<file path="src/safing_adc_pkg.sv">
// ****************************************************************************
// safing converter sequencer: shared constants
// ****************************************************************************
// holds field positions, command codes, counts and reset values for the
// safing converter sequencer; assumes a 16-bit host serial frame.
package safing_adc_pkg;

   // ************************************************************************
   // serial frame layout
   // ************************************************************************
   localparam int unsigned FRAME_BITS    = 16;
   localparam int unsigned REQ_TYPE_BIT  = 13;
   localparam int unsigned SEQ_HI_BIT    = 15;
   localparam int unsigned SEQ_MID_BIT   = 14;
   localparam int unsigned SEQ_LO_BIT    = 12;
   localparam int unsigned CHAN_MSB      = 3;
   localparam int unsigned NO_DATA_BIT   = 4;
   localparam int unsigned NOT_CORR_BIT  = 3;
   localparam int unsigned OP_MSB        = 12;
   localparam int unsigned OP_LSB        = 8;
   localparam int unsigned ENABLE_BIT    = 0;
   localparam int unsigned REQ_ERR_BIT   = 8;

   localparam logic [3:0]  SAFING_CHANNEL   = 4'hf;
   localparam logic [4:0]  OP_RESERVE_TEST  = 5'h01;
   localparam logic [4:0]  OP_READ_DIAG     = 5'h02;
   localparam logic [1:0]  STAT_DATA        = 2'h1;
   localparam logic [1:0]  STAT_ERROR       = 2'h0;
   localparam logic [1:0]  NONSENSOR_KIND   = 2'h2;

   // ************************************************************************
   // converter, filter and self-test filter
   // ************************************************************************
   localparam int unsigned ADC_BITS      = 10;
   localparam int unsigned DIAG_BITS     = 8;
   localparam int unsigned FILT_SHIFT    = 6;
   localparam logic [2:0]  SUSPEND_SET_COUNT = 3'h3;
   localparam logic [2:0]  SUSPEND_CLR_COUNT = 3'h6;

   localparam logic [9:0]  SAMPLE_RESET  = 10'h000;
   localparam logic [7:0]  DIAG_RESET    = 8'h00;
   localparam logic [15:0] FIRST_RESPONSE = 16'h8100;
   localparam logic [9:0]  FILT_MIDSCALE = 10'h200;

   // conversion sequence
   typedef enum logic [1:0] {
      SEQ_IDLE     = 2'b00,
      SEQ_SAFING   = 2'b01,
      SEQ_RESERVE  = 2'b10
   } seq_state_t;

endpackage : safing_adc_pkg

</file>
<file path="src/safing_adc_sequencer.sv">
// ****************************************************************************
// safing converter sequencer
// ****************************************************************************
// converter sequencing, drift removal, holding registers, self-test filter
// and host serial slave. assumes the converter runs on clk and answers
// each start with one done pulse; frame sync, self-test pin and serial
// pins are asynchronous.
`timescale 1ns/1ps

module safing_adc_sequencer #(
   parameter int unsigned FILT_SHIFT = safing_adc_pkg::FILT_SHIFT
) (
   input  wire logic        clk,
   input  wire logic        arst_n,
   input  wire logic        clkEn,
   input  wire logic        frameSync,
   input  wire logic        selftestRequestPin,
   input  wire logic        convDone,
   input  wire logic [9:0]  convData,
   output logic             convStart,
   output logic             inputSelect,
   output logic             reserveDischarge,
   output logic             reserveTestEnable,
   output logic             safingSuspend,
   input  wire logic        csN,
   input  wire logic        sck,
   input  wire logic        si,
   output logic             so,
   output logic             soEn
);

   localparam int unsigned BASE_W = safing_adc_pkg::ADC_BITS + FILT_SHIFT;

   // ************************************************************************
   // state
   // ************************************************************************
   typedef struct packed {
      logic                        fsSync1;
      logic                        fsSync2;
      logic                        fsPrev;
      logic                        stSync1;
      logic                        stSync2;
      logic                        csSync1;
      logic                        csSync2;
      logic                        csPrev;
      logic                        sckSync1;
      logic                        sckSync2;
      logic                        sckPrev;
      logic                        siSync1;
      logic                        siSync2;
      safing_adc_pkg::seq_state_t  seq;
      logic                        convStart;
      logic                        inputSelect;
      logic                        discharge;
      logic                        sensorValid;
      logic                        reserveValid;
      logic [9:0]                  pendData;
      logic [BASE_W-1:0]           baseline;
      logic [9:0]                  sample;
      logic [7:0]                  diag;
      logic                        sampleRead;
      logic                        testEnable;
      logic                        suspend;
      logic [2:0]                  highCnt;
      logic [2:0]                  lowCnt;
      logic [15:0]                 rxShift;
      logic [4:0]                  bitCnt;
      logic [15:0]                 txShift;
      logic [15:0]                 respNext;
   } state_t;

   state_t s_r;
   state_t s_nxt;
   logic   rstSync1_r;
   logic   rstN_r;

   // ************************************************************************
   // helpers
   // ************************************************************************
   // sensor response word, odd parity over all sixteen bits
   function automatic logic [15:0] sensorWord(input logic [2:0] sq,
                                              input logic [1:0] st,
                                              input logic [9:0] body);
      logic [15:0] w;
      w = {sq, 1'b0, st, body};
      w[12] = ~(^w);
      return w;
   endfunction : sensorWord

   // non-sensor response word with request error flag and data byte
   function automatic logic [15:0] nonSensorWord(input logic       reqErr,
                                                 input logic [7:0] data);
      logic [15:0] w;
      w = 16'h0000;
      w[15:14] = safing_adc_pkg::NONSENSOR_KIND;
      w[safing_adc_pkg::REQ_ERR_BIT] = reqErr;
      w[7:0] = data;
      return w;
   endfunction : nonSensorWord

   // ************************************************************************
   // reset release
   // ************************************************************************
   // reset enters asynchronously, is released through two flops
   always_ff @(posedge clk or negedge arst_n) begin
      if (!arst_n) begin
         rstSync1_r <= 1'b0;
         rstN_r     <= 1'b0;
      end else begin
         rstSync1_r <= 1'b1;
         rstN_r     <= rstSync1_r;
      end
   end

   // ************************************************************************
   // drift removal filter
   // ************************************************************************
   // baseline tracks slowly; output is sample minus baseline around midscale
   logic signed [BASE_W+1:0] filtDiff;
   logic signed [BASE_W+1:0] filtStep;
   logic signed [11:0]       filtCentered;
   logic [9:0]               filtOut;

   always_comb begin
      filtDiff = $signed({2'b00, s_r.pendData, {FILT_SHIFT{1'b0}}})
               - $signed({2'b00, s_r.baseline});
      filtStep = filtDiff >>> FILT_SHIFT;
      filtCentered = $signed({2'b00, s_r.pendData})
                   - $signed({2'b00, s_r.baseline[BASE_W-1:FILT_SHIFT]})
                   + $signed({2'b00, safing_adc_pkg::FILT_MIDSCALE});
      // saturate rather than wrap, a wrap would look like a crash pulse
      if (filtCentered < 0) begin
         filtOut = 10'h000;
      end else if (filtCentered > 12'sd1023) begin
         filtOut = 10'h3ff;
      end else begin
         filtOut = filtCentered[9:0];
      end
   end

   // ************************************************************************
   // next state
   // ************************************************************************
   logic        frameFall;
   logic        sckRise;
   logic        sckFall;
   logic        csFall;
   logic        csRise;
   logic [15:0] req;
   logic [2:0]  reqSeq;

   always_comb begin
      s_nxt = s_r;
      // two-flop synchronisers; only the second stage is looked at
      s_nxt.fsSync1  = frameSync;
      s_nxt.fsSync2  = s_r.fsSync1;
      s_nxt.fsPrev   = s_r.fsSync2;
      s_nxt.stSync1  = selftestRequestPin;
      s_nxt.stSync2  = s_r.stSync1;
      s_nxt.csSync1  = csN;
      s_nxt.csSync2  = s_r.csSync1;
      s_nxt.csPrev   = s_r.csSync2;
      s_nxt.sckSync1 = sck;
      s_nxt.sckSync2 = s_r.sckSync1;
      s_nxt.sckPrev  = s_r.sckSync2;
      s_nxt.siSync1  = si;
      s_nxt.siSync2  = s_r.siSync1;

      frameFall = s_r.fsPrev & ~s_r.fsSync2;
      sckRise   = ~s_r.sckPrev & s_r.sckSync2 & ~s_r.csSync2;
      sckFall   = s_r.sckPrev & ~s_r.sckSync2 & ~s_r.csSync2;
      csFall    = s_r.csPrev & ~s_r.csSync2;
      csRise    = ~s_r.csPrev & s_r.csSync2;
      req       = s_r.rxShift;
      reqSeq    = {req[safing_adc_pkg::SEQ_HI_BIT], req[safing_adc_pkg::SEQ_MID_BIT],
                   req[safing_adc_pkg::SEQ_LO_BIT]};

      s_nxt.convStart    = 1'b0;
      s_nxt.sensorValid  = 1'b0;
      s_nxt.reserveValid = 1'b0;

      // conversion sequence; a sync fall during a conversion is ignored
      case (s_r.seq)
         safing_adc_pkg::SEQ_IDLE: begin
            if (frameFall) begin
               s_nxt.seq         = safing_adc_pkg::SEQ_SAFING;
               s_nxt.convStart   = 1'b1;
               s_nxt.inputSelect = 1'b0;
               if (s_r.testEnable) begin
                  s_nxt.discharge = 1'b1;
               end
            end
         end
         safing_adc_pkg::SEQ_SAFING: begin
            if (convDone) begin
               s_nxt.pendData    = convData;
               s_nxt.sensorValid = ~s_r.suspend;
               s_nxt.inputSelect = 1'b1;
               s_nxt.convStart   = 1'b1;
               s_nxt.seq         = safing_adc_pkg::SEQ_RESERVE;
            end
         end
         safing_adc_pkg::SEQ_RESERVE: begin
            if (convDone) begin
               s_nxt.reserveValid = 1'b1;
               s_nxt.inputSelect  = 1'b0;
               if (s_r.testEnable) begin
                  s_nxt.discharge = 1'b0;
               end
               s_nxt.seq = safing_adc_pkg::SEQ_IDLE;
            end
         end
         default: begin
            s_nxt.seq = safing_adc_pkg::SEQ_IDLE;
         end
      endcase
      // with the test switched off the capacitor must not stay discharged
      if (!s_r.testEnable) begin
         s_nxt.discharge = 1'b0;
      end

      // filter and sample register take the held safing conversion
      if (s_r.sensorValid) begin
         s_nxt.baseline = s_r.baseline + filtStep[BASE_W-1:0];
         s_nxt.sample   = filtOut;
      end

      // self-test filter counts at each sync fall
      if (frameFall) begin
         if (s_r.stSync2) begin
            s_nxt.lowCnt = 3'h0;
            if (s_r.highCnt != safing_adc_pkg::SUSPEND_SET_COUNT) begin
               s_nxt.highCnt = s_r.highCnt + 3'h1;
            end
            if (s_r.highCnt + 3'h1 >= safing_adc_pkg::SUSPEND_SET_COUNT) begin
               s_nxt.suspend = 1'b1;
            end
         end else begin
            s_nxt.highCnt = 3'h0;
            if (s_r.lowCnt != safing_adc_pkg::SUSPEND_CLR_COUNT) begin
               s_nxt.lowCnt = s_r.lowCnt + 3'h1;
            end
            if (s_r.lowCnt + 3'h1 >= safing_adc_pkg::SUSPEND_CLR_COUNT) begin
               s_nxt.suspend = 1'b0;
            end
         end
         s_nxt.sampleRead = 1'b0;
      end

      // serial slave: capture on rising, shift out on falling
      if (csFall) begin
         s_nxt.bitCnt  = 5'h00;
         s_nxt.txShift = s_r.respNext;
      end
      if (sckRise) begin
         s_nxt.rxShift = {s_r.rxShift[14:0], s_r.siSync2};
         if (s_r.bitCnt != 5'h1f) begin
            s_nxt.bitCnt = s_r.bitCnt + 5'h01;
         end
      end
      if (sckFall) begin
         s_nxt.txShift = {s_r.txShift[14:0], 1'b0};
      end

      // request decode at frame end; short frames are dropped unanswered
      if (csRise && s_r.bitCnt == 5'(safing_adc_pkg::FRAME_BITS)) begin
         if (req[safing_adc_pkg::REQ_TYPE_BIT]) begin
            if (req[safing_adc_pkg::CHAN_MSB:0] == safing_adc_pkg::SAFING_CHANNEL) begin
               if (s_r.sampleRead) begin
                  s_nxt.respNext = sensorWord(reqSeq, safing_adc_pkg::STAT_ERROR,
                                              10'(1) << safing_adc_pkg::NO_DATA_BIT);
               end else begin
                  s_nxt.respNext   = sensorWord(reqSeq, safing_adc_pkg::STAT_DATA,
                                                s_r.sample);
                  s_nxt.sampleRead = 1'b1;
               end
            end else begin
               // satellite slots live elsewhere: answer not-correct
               s_nxt.respNext = sensorWord(reqSeq, safing_adc_pkg::STAT_ERROR,
                                           10'(1) << safing_adc_pkg::NOT_CORR_BIT);
            end
         end else if (req[safing_adc_pkg::OP_MSB:safing_adc_pkg::OP_LSB]
                      == safing_adc_pkg::OP_RESERVE_TEST) begin
            s_nxt.testEnable = req[safing_adc_pkg::ENABLE_BIT];
            s_nxt.respNext   = nonSensorWord(1'b0, {7'h00, req[safing_adc_pkg::ENABLE_BIT]});
         end else if (req[safing_adc_pkg::OP_MSB:safing_adc_pkg::OP_LSB]
                      == safing_adc_pkg::OP_READ_DIAG) begin
            s_nxt.respNext = nonSensorWord(1'b0, s_r.diag);
            s_nxt.diag     = safing_adc_pkg::DIAG_RESET;
         end else begin
            s_nxt.respNext = nonSensorWord(1'b1, 8'h00);
         end
      end

      // a new result wins over a read clear in the same cycle
      if (s_nxt.reserveValid) begin
         s_nxt.diag = convData[9:2];
      end
   end

   // ************************************************************************
   // registers
   // ************************************************************************
   // one register for all state but the reset release flops; clkEn low freezes it
   always_ff @(posedge clk or negedge rstN_r) begin
      if (!rstN_r) begin
         s_r             <= '0;
         s_r.fsSync1     <= 1'b1;
         s_r.fsSync2     <= 1'b1;
         s_r.fsPrev      <= 1'b1;
         s_r.csSync1     <= 1'b1;
         s_r.csSync2     <= 1'b1;
         s_r.csPrev      <= 1'b1;
         s_r.seq         <= safing_adc_pkg::SEQ_IDLE;
         s_r.sample      <= safing_adc_pkg::SAMPLE_RESET;
         s_r.diag        <= safing_adc_pkg::DIAG_RESET;
         s_r.suspend     <= 1'b0;
         s_r.respNext    <= safing_adc_pkg::FIRST_RESPONSE;
         s_r.txShift     <= safing_adc_pkg::FIRST_RESPONSE;
      end else if (clkEn) begin
         s_r <= s_nxt;
      end
   end

   // ************************************************************************
   // outputs
   // ************************************************************************
   assign convStart         = s_r.convStart;
   assign inputSelect       = s_r.inputSelect;
   assign reserveDischarge  = s_r.discharge;
   assign reserveTestEnable = s_r.testEnable;
   assign safingSuspend     = s_r.suspend;
   assign so                = s_r.txShift[15];
   assign soEn              = ~s_r.csSync2;

   // ************************************************************************
   // checks
   // ************************************************************************
   a_start_on_sync: assert property (@(posedge clk) disable iff (!rstN_r)
      (clkEn && frameFall && s_r.seq == safing_adc_pkg::SEQ_IDLE)
      |=> (s_r.convStart && !s_r.inputSelect))
      else $error("no safing start after sync fall");

   a_strobe_follows: assert property (@(posedge clk) disable iff (!rstN_r)
      (clkEn && convDone && s_r.seq == safing_adc_pkg::SEQ_RESERVE)
      |=> s_r.reserveValid)
      else $error("reserve strobe missing after done");

   a_sample_latch: assert property (@(posedge clk) disable iff (!rstN_r)
      (clkEn && s_r.sensorValid) |=> (s_r.sample == $past(filtOut)))
      else $error("safing sample not latched from filter");

   a_discharge_set: assert property (@(posedge clk) disable iff (!rstN_r)
      (clkEn && frameFall && s_r.seq == safing_adc_pkg::SEQ_IDLE && s_r.testEnable)
      |=> s_r.discharge)
      else $error("discharge not asserted at sync fall");

   a_reserve_start: assert property (@(posedge clk) disable iff (!rstN_r)
      (clkEn && convDone && s_r.seq == safing_adc_pkg::SEQ_SAFING)
      |=> (s_r.inputSelect && s_r.convStart))
      else $error("reserve conversion not started after safing");

   a_discharge_off: assert property (@(posedge clk) disable iff (!rstN_r)
      s_r.reserveValid |-> !s_r.discharge)
      else $error("discharge still on after reserve conversion");

   a_diag_msbs: assert property (@(posedge clk) disable iff (!rstN_r)
      (clkEn && s_r.seq == safing_adc_pkg::SEQ_RESERVE && convDone)
      |=> (s_r.diag == $past(convData[9:2])))
      else $error("diagnostic does not hold upper result bits");

   a_suspend_blocks: assert property (@(posedge clk) disable iff (!rstN_r)
      (clkEn && convDone && s_r.seq == safing_adc_pkg::SEQ_SAFING && s_r.suspend)
      |=> !s_r.sensorValid)
      else $error("sensor strobe not blocked while suspended");

   a_suspend_cause: assert property (@(posedge clk) disable iff (!rstN_r)
      $rose(s_r.suspend) |-> $past(frameFall && s_r.stSync2))
      else $error("suspend set without high sample at sync fall");

   a_single_start: assert property (@(posedge clk) disable iff (!rstN_r)
      (clkEn && s_r.seq != safing_adc_pkg::SEQ_IDLE && !convDone) |=> !s_r.convStart)
      else $error("second start before done");

endmodule : safing_adc_sequencer

</file>
<file path="config.mk">
export PLATFORM = sky130hd
export DESIGN_NAME = safing_adc_sequencer
export DESIGN_NICKNAME = d
export VERILOG_FILES = /design/src/safing_adc_pkg.sv /design/src/safing_adc_sequencer.sv
export SDC_FILE = /design/constraint.sdc
export NUM_CORES = 1
export LEC_CHECK = 0
export ABC_AREA = 1
export BUFFER_PORTS_ARGS = -buffer_cell sky130_fd_sc_hd__clkbuf_2
export CORE_ASPECT_RATIO = 0.9
export CORE_MARGIN = 8
export CORE_UTILIZATION = 30
export CTS_BUF_LIST = sky130_fd_sc_hd__clkbuf_16
export CTS_CLUSTER_SIZE = 25
export DETAILED_ROUTE_END_ITERATION = 12
export PLACE_DENSITY = 0.44
export SYNTH_ARGS = -nofsm -noshare
export SYNTH_HDL_FRONTEND = slang
export SYNTH_SLANG_ARGS = --single-unit
</file>
<file path="constraint.sdc">
create_clock -name clk -period 4.7 [get_ports clk]
set_clock_uncertainty 0.2 [all_clocks]
set_input_delay 0.94 -clock clk [delete_from_list [all_inputs] [get_ports clk]]
set_output_delay 0.94 -clock clk [all_outputs]
set_load 0.01 [all_outputs]
</file>
Word-level counts from Yosys, hierarchy flattened
Index checks and enable logic that the tools add are counted.
{ "word_totals": {"wordCells": 144, "reg_bits": 127, "output_inout_bits": 7, "inputBits": 19} }
{ "op_classes": {"addsub": 7, "n_bitwise": 16, "reduce_logical": 23, "n_mux": 42, "eq_ne": 19, "magnitude_cmp": 4} }
{ "op_table": {"columns": ["op", "count"], "rows": [
  ["two-way mux 16 bit", 2],
  ["two-way mux 8 bit", 4],
  ["parity 16 bit", 2],
  ["two-way mux 10 bit", 3],
  ["two-way mux 13 bit", 2],
  ["two-way mux 21 bit", 1],
  ["two-way mux 9 bit", 2],
  ["subtractor 16 x 16 -> 17 bit", 1],
  ["adder 16 bit", 1],
  ["AND reduction 4 bit", 4],
  ["two-way mux 1 bit", 15],
  ["two-way mux 5 bit", 3],
  ["adder 11 x 11 -> 12 bit, second input constant", 1],
  ["> comparator 12 x 11 -> 1 bit, second input constant", 1],
  ["< comparator 12 x 1 -> 1 bit, second input constant", 1],
  ["subtractor 10 x 10 -> 11 bit", 1],
  ["AND reduction 5 bit", 2],
  ["nonzero test 2 bit", 5],
  ["!= test 3 bit, second input constant", 3],
  ["NOT 1 bit", 9],
  ["AND reduction 3 bit", 3],
  ["!= test 2 bit, second input constant", 4],
  ["AND reduction 2 bit", 4],
  ["AND 1 bit", 7],
  ["other kinds (24)", 30]
]} }

Depth between registers and ports, before layout
Gate-level depths: netlist of run 1.
{ "depth": {"depth_word": 8, "depth_mapped": 21, "ltp_nobuf": 21} }

Least setup slack after synthesis of run 1
No wires, ideal clock.
{ "synth_timing": {"path_type": "register -> register", "from": "register s_r[86] in the netlist's numbering", "to": "register s_r[94] in the netlist's numbering", "path_slack_ps": 1685, "setup_time_ps": 132, "required_ps": 4368, "synth_period_minus_slack_ps": 3015, "t_arrival_ps": 2683, "path_buffers": 0, "path_stages_with_launch": 20, "path_cell_list": "dfrtp_1 -> inv_1 -> ha_1 -> inv_1 -> nor4_1 -> nand2_1 -> nand2_1 -> inv_2 -> o21ai_2 -> xor2_1 -> ha_1 -> a21oi_1 -> o21ai_1 -> a21oi_2 -> inv_1 -> nand3_1 -> nand2_1 -> or2_1 -> nand3_1 -> o21ai_0"} }
{ "synth_via": {"elab_chain_len": 2} }
{ "synth_lines": {"columns": ["item", "line", "rtl"], "rows": [
  ["start, declared", "safing_adc_sequencer.sv:72", "state_t s_r;"],
  ["start signal, assigned", "safing_adc_sequencer.sv:321", "s_r <= s_nxt;"],
  ["subtractor 16 x 16 -> 17 bit", "safing_adc_sequencer.sv:126", "- $signed({2'b00, s_r.baseline});"],
  ["adder 16 bit (*)", "safing_adc_sequencer.sv:224", "s_nxt.baseline = s_r.baseline + filtStep[BASE_W-1:0];"]
]} }
Mark *: on every way between the ends. The rest lies on a longest branch, timed or not.
A chain may end at the register's enable or synchronous reset.

Worst setup path in the final report of run 1
Ends and elaborated chain as after synthesis.

==> results.toml, run 1 <==
[run]
cap_viol_max_count = 0

[worst_setup_path]
worst-path-buf-inv = 3
required_ns = 4.78
worst_path_largest_cell_delay_ns = 0.43
crit_type = "reg -> reg"
start_kind = "flip-flop"
cp-end-kind = "flip-flop"
arrival_ns = 3.61
crit_path_frequent_cell = "nand2_1"
crit_fanout = 5
cp_slowest_cell = "dfrtp_1"
worstPathCellList = "inv_1 > ha_1 > inv_1 > nor4_1 > nand2_1 > nand2_1 > inv_2 > o21ai_2 > nand2_1 > nand2_1 > xor2_1 > ha_1 > a21oi_1 > o21ai_0 > a21oi_1 > nand2_1 > or2_1 > nand3_1 > o21ai_0"
crit_family = "simple AND/OR/NAND/NOR gates"

[layout]
mostFrequentLayoutCells = "265 x nand2_1, 115 x dfrtp_1, 103 x inv_1"
area_delta_synth_final_pct = 15.8
layout_commonest_cell = "nand2_1"
drive_gt1_share_pct = 11.6
final_cells = 1236
diodes = 0
fin_nets = 978
nFillCells = 2431

[synthesis]
syn_avg_cell_area_sq_um = 7.92
syn_area_sq_um = 7090
synth.ff_latch_count = 126
ys_top_cells_by_area = "dfrtp_1 41%, nand2_1 14%, ha_1 6.4%, o21ai_0 5.8%, inv_1 5.3%"
ys.warnings.count = 0
synth_top_area_share_pct = 41.0
yosys.area.top_type = "dfrtp_1"
ys_types = 48
synth_nets = 952
syn_inst = 895
ys_seq_area_share_pct = 44.7

[hold_path]
hp-class = "in -> async"

[floorplanning]
die_area_sq_um = 28800
initial_core_util_pct = 30.4
fp.dieW_um = 178
num_io_pins = 26
die-height_um = 162
core_area_sq_um = 23300
rows = 53

[clock_tree]
postCtsSetupBuffers = 0
clk_path_buf_depth = 2
cts_num_sinks = 126
insertion_delay_ns = 0.42
h-tree-depth = 4
numCtsBuffers = 17
cts_tree = "built"
cts_resized = 0
clk_pin_slew_worst_paths_ns = 0.06
hold_buffers = 0
cts_root_buf = "clkbuf_16"

[timing]
fin_crit_ns = 3.53
tightest_slew_ns = 1.07
fin_ws_ns = 1.17
hold_viol = 0
rsz0062_at_grt = "no"
setup_violations = 0
fmax_mhz = 283
relSlewSlack_pct = 28.7
maxSlewViolCount = 0
tns_ns = 0
fin_crit_sh_pct = 75.1
whs_ns = 0.0923

[drt]
routed_wl_um = 17500
drt_iter0_drc = 362
route.vias.total = 5654
drcViolationCount = 0
first_pass_iters = 5
viasPerCell = 4.57
wl_per_cell_um = 14.2
ant_nets = 0

[place]
io_buffer_count = 25
pre_cts_slack_ns = 1.16
dp_hpwl_um = 12600
dp.cells = 1204
gp_congestion = 0.779

[global_routing]
grt_max_degree = 125
antenna_found_initial = 0
grt_overflow = 0
grt_pass1_vias = 5631
track_usage_pct = 13.0
grt_pass1_wl_um = 29800

[outcome]
status = "complete, no violations"
## area by class of cell
cell class              count  area (sq um)  area share, %
multi-input cells         639          3420           41.6
clock inverters            15           243           2.96
repair buffers             29           168           2.04
inverters                 108           405           4.94
clock buffers              17           425           5.18
well taps                 302           378           4.61
flip-flops and latches    126          3170           38.6
## stage by stage
step | utilization [%] | cell area [sq um]
2_1_floorplan | - | 7090
3_3_place_gp | 32.4 | 7540
3_5_place_dp | 32.4 | 7540
4_1_cts | 35.3 | 8210
5_1_grt | 35.3 | 8210
6_report | 35.3 | 8210
## synthesized netlist by cell type (all sizes together)
| cell type | n |
|---|---|
| nand2 | 276 |
| or2 | 5 |
| nor2 | 54 |
| o22ai | 3 |
| nor4 | 3 |
| o21a | 1 |
| inv | 107 |
| a21o | 1 |
| a32o | 1 |
| dfrtp | 116 |
| o21bai | 2 |
| o221ai | 1 |
| nor3 | 10 |
| nand4 | 10 |
| clkinv | 1 |
| buf | 6 |
| a31o | 1 |
| o31ai | 2 |
| conb | 1 |
| xnor2 | 11 |
| clkbuf | 16 |
| nand2b | 1 |
| a31oi | 18 |
| fa | 2 |
| xor2 | 17 |
| nand3b | 3 |
| mux2 | 2 |
| a21oi | 37 |
| a22oi | 7 |
| o21ai | 91 |
| o211ai | 1 |
| ha | 36 |
| dfstp | 10 |
| nand3 | 42 |
## layer usage
layer / wire length (um) / GRT usage (%) / up-vias
met2: 7620 / 19.3 / 55
met3: 323 / 2.85 / 6
met5: 0 / 0 / -
met4: 123 / 4.01 / 0
met1: 9440 / 18.6 / 2614
li1: - / - / 2979
## state kept, by name, summed over array words and instances (netlist names)
register / flops
s_r: 94
rstN_r: 1
so: 1
rstSync1_r: 1
convStart: 1
reserveDischarge: 1
safingSuspend: 1
s_nxt: 8
req: 16
inputSelect: 1
reserveTestEnable: 1
## logic make-up after synthesis
group	count (synthesis)	synth area share, %
AO/OA/AOI/OAI	166	13.1
multiplexers	2	0.318
AND/OR/NAND/NOR	404	24.4
other	1	0.0529
XOR/XNOR	28	3.46
buffers and inverters	130	7.11
adder cells (fa/ha/maj)	38	6.92
flip-flops	126	44.7
## final timing paths
check,start,endpoint,slack [ns],cells past startpoint
setup / recovery,s_r[86],s_r[94],1.17,19
hold / removal,arst_n,rstN_r,0.09,1
setup reg to reg,s_r[86],s_r[94],1.17,19
hold reg to reg,rstSync1_r,rstN_r,0.15,0
max in group asynchronous,rstN_r,s_r[22],3.57,1
min in group clk,rstSync1_r,rstN_r,0.15,0
Power of run 1 is left out: the tool's default activity adds up to more than one toggle a clock period on the data nets, which glitch-free logic cannot reach.
==> run 2: changes to the inputs <==
- clock period: 4.7 -> 3.3 ns (I/O delays scaled with it)
==> run 2 against run 1 <==
Register-to-register slack worse by 1.1 ns. Non-clock buffer count is 39 higher. Core utilization is 1.7 points higher. Sequential share of layout area is 1.8 points lower. Flip-flop and latch count stayed put. First-iteration DRC count is 7.7% lower. Cell count is 3.2% higher. Global-route usage is 0.29 points higher. Wire length is 5.3% higher. Largest cell class unchanged. Worst setup slack worse by 1.1 ns. Critical path depth is 1 lower.
==> results.toml, run 2 (synthesis gave the netlist of run 1 again) <==
[floorplanning]
initial_core_util_pct = 30.4
die_area_sq_um = 28800
num_io_pins = 26
fp.dieW_um = 178
die-height_um = 162
rows = 53
core_area_sq_um = 23300

[worst_setup_path]
arrival_ns = 3.29
cp-end-kind = "flip-flop"
crit_type = "reg -> reg"
start_kind = "flip-flop"
worstPathCellList = "ha_4 > inv_4 > nor4_4 > nand2_1 > nand2_2 > inv_4 > o21ai_4 > xor2_1 > ha_1 > a21oi_2 > o21ai_2 > a21oi_2 > inv_2 > nand3_1 > nand2_1 > or2_1 > nand3_1 > o21ai_1"
worst_path_largest_cell_delay_ns = 0.43
cp_slowest_cell = "dfrtp_2"
crit_fanout = 4
required_ns = 3.40

[timing]
fmax_mhz = 313
setup_violations = 0
hold_viol = 0
rsz0062_at_grt = "yes"
relSlewSlack_pct = 45.0
maxSlewViolCount = 0
tightest_slew_ns = 0.818
fin_crit_sh_pct = 96.9
whs_ns = 0.154
fin_crit_ns = 3.20

[drt]
wl_per_cell_um = 14.5
drt_iter0_drc = 334
ant_nets = 0
drcViolationCount = 0
viasPerCell = 4.55
routed_wl_um = 18400
first_pass_iters = 5
route.vias.total = 5796

[clock_tree]
cts_num_sinks = 126
insertion_delay_ns = 0.42
cts_root_buf = "clkbuf_16"
numCtsBuffers = 17
h-tree-depth = 4
clk_pin_slew_worst_paths_ns = 0.06
cts_tree = "built"
clk_path_buf_depth = 2

[place]
dp_hpwl_um = 13200
io_buffer_count = 25
gp_congestion = 0.816

[layout]
area_delta_synth_final_pct = 21.5
mostFrequentLayoutCells = "259 x nand2_1, 114 x dfrtp_1, 99 x inv_1"
largest_register = "s_r"
layout_commonest_cell = "nand2_1"
utilization_pct = 37.0
diodes = 0
nFillCells = 2402
largest_register_ffs = 94
fin_nets = 1017
drive_gt1_share_pct = 19.0

[global_routing]
track_usage_pct = 13.3
grt_pass1_vias = 5720
grt_overflow = 0
antenna_found_initial = 0
grt_max_degree = 125
grt_pass1_wl_um = 30500

[hold_path]
hp-class = "reg -> reg"

[outcome]
status = "complete, no violations"

[run]
cap_viol_max_count = 0
[run 2: timing repair]
item                                    CTS  global route
setup buffers                             0             6
endpoints found under the setup margin    6             9
hold buffers                              1             0
resized for setup                         5            46
pin swaps                                 1            26
hold endpoints to repair                  2             0
[run 2: path summary, 6_finish.rpt]
check                            from  endpoint  slack (ns)  cells past startpoint
max in group asynchronous      rstN_r   s_r[97]        2.08                      1
min                        rstSync1_r    rstN_r        0.15                      0
max                           s_r[97]   s_r[94]        0.10                     18
min reg2reg                rstSync1_r    rstN_r        0.15                      0
max reg2reg                   s_r[97]   s_r[94]        0.10                     18
min in group asynchronous      rstN_r   s_r[94]        0.20                      1
[run 2: metal layers]
| metal | track usage (%) | up-vias | routed length, um |
|---|---|---|---|
| met4 | 3.41 | 0 | 154 |
| li1 | - | 3044 | - |
| met3 | 2.99 | 9 | 468 |
| met2 | 19.2 | 65 | 7780 |
| met5 | 0 | - | 0 |
| met1 | 19.6 | 2678 | 10000 |
[run 2: worst max-delay path: cells and delay by family (launching register included)]
| family | cells | cell delay (ns) |
|---|---|---|
| adders and majority gates | 2 | 0.58 |
| and+or+nand+nor | 7 | 0.80 |
| DFF | 1 | 0.43 |
| buffers and inverters | 3 | 0.17 |
| AOI/OAI and AO/OA | 5 | 0.72 |
| xor gates and xnor gates | 1 | 0.17 |
[run 2: metrics by stage]
stage	std cells	area [sq um]	TNS, ns	setup WS [ns]
floorplan	895	7090	0	0.285
finish	1275	8610	0	0.101
detailed placement	1236	7780	-0.275	-0.105
CTS	1269	8380	0	0.00828
global route	1275	8610	-0.348	-0.122
global placement	1236	7780	-0.0903	-0.0786
[run 2: cell type report]
| type | count | area [sq um] | area share (%) |
|---|---|---|---|
| multi-input combinational | 639 | 3620 | 42.0 |
| sequential | 126 | 3170 | 36.8 |
| timing repair buffer | 68 | 467 | 5.42 |
| clock buffer | 17 | 425 | 4.94 |
| inverter | 108 | 410 | 4.77 |
| tap | 302 | 378 | 4.39 |
| clock inverter | 15 | 139 | 1.61 |
Power of run 2 is left out for the same reason.
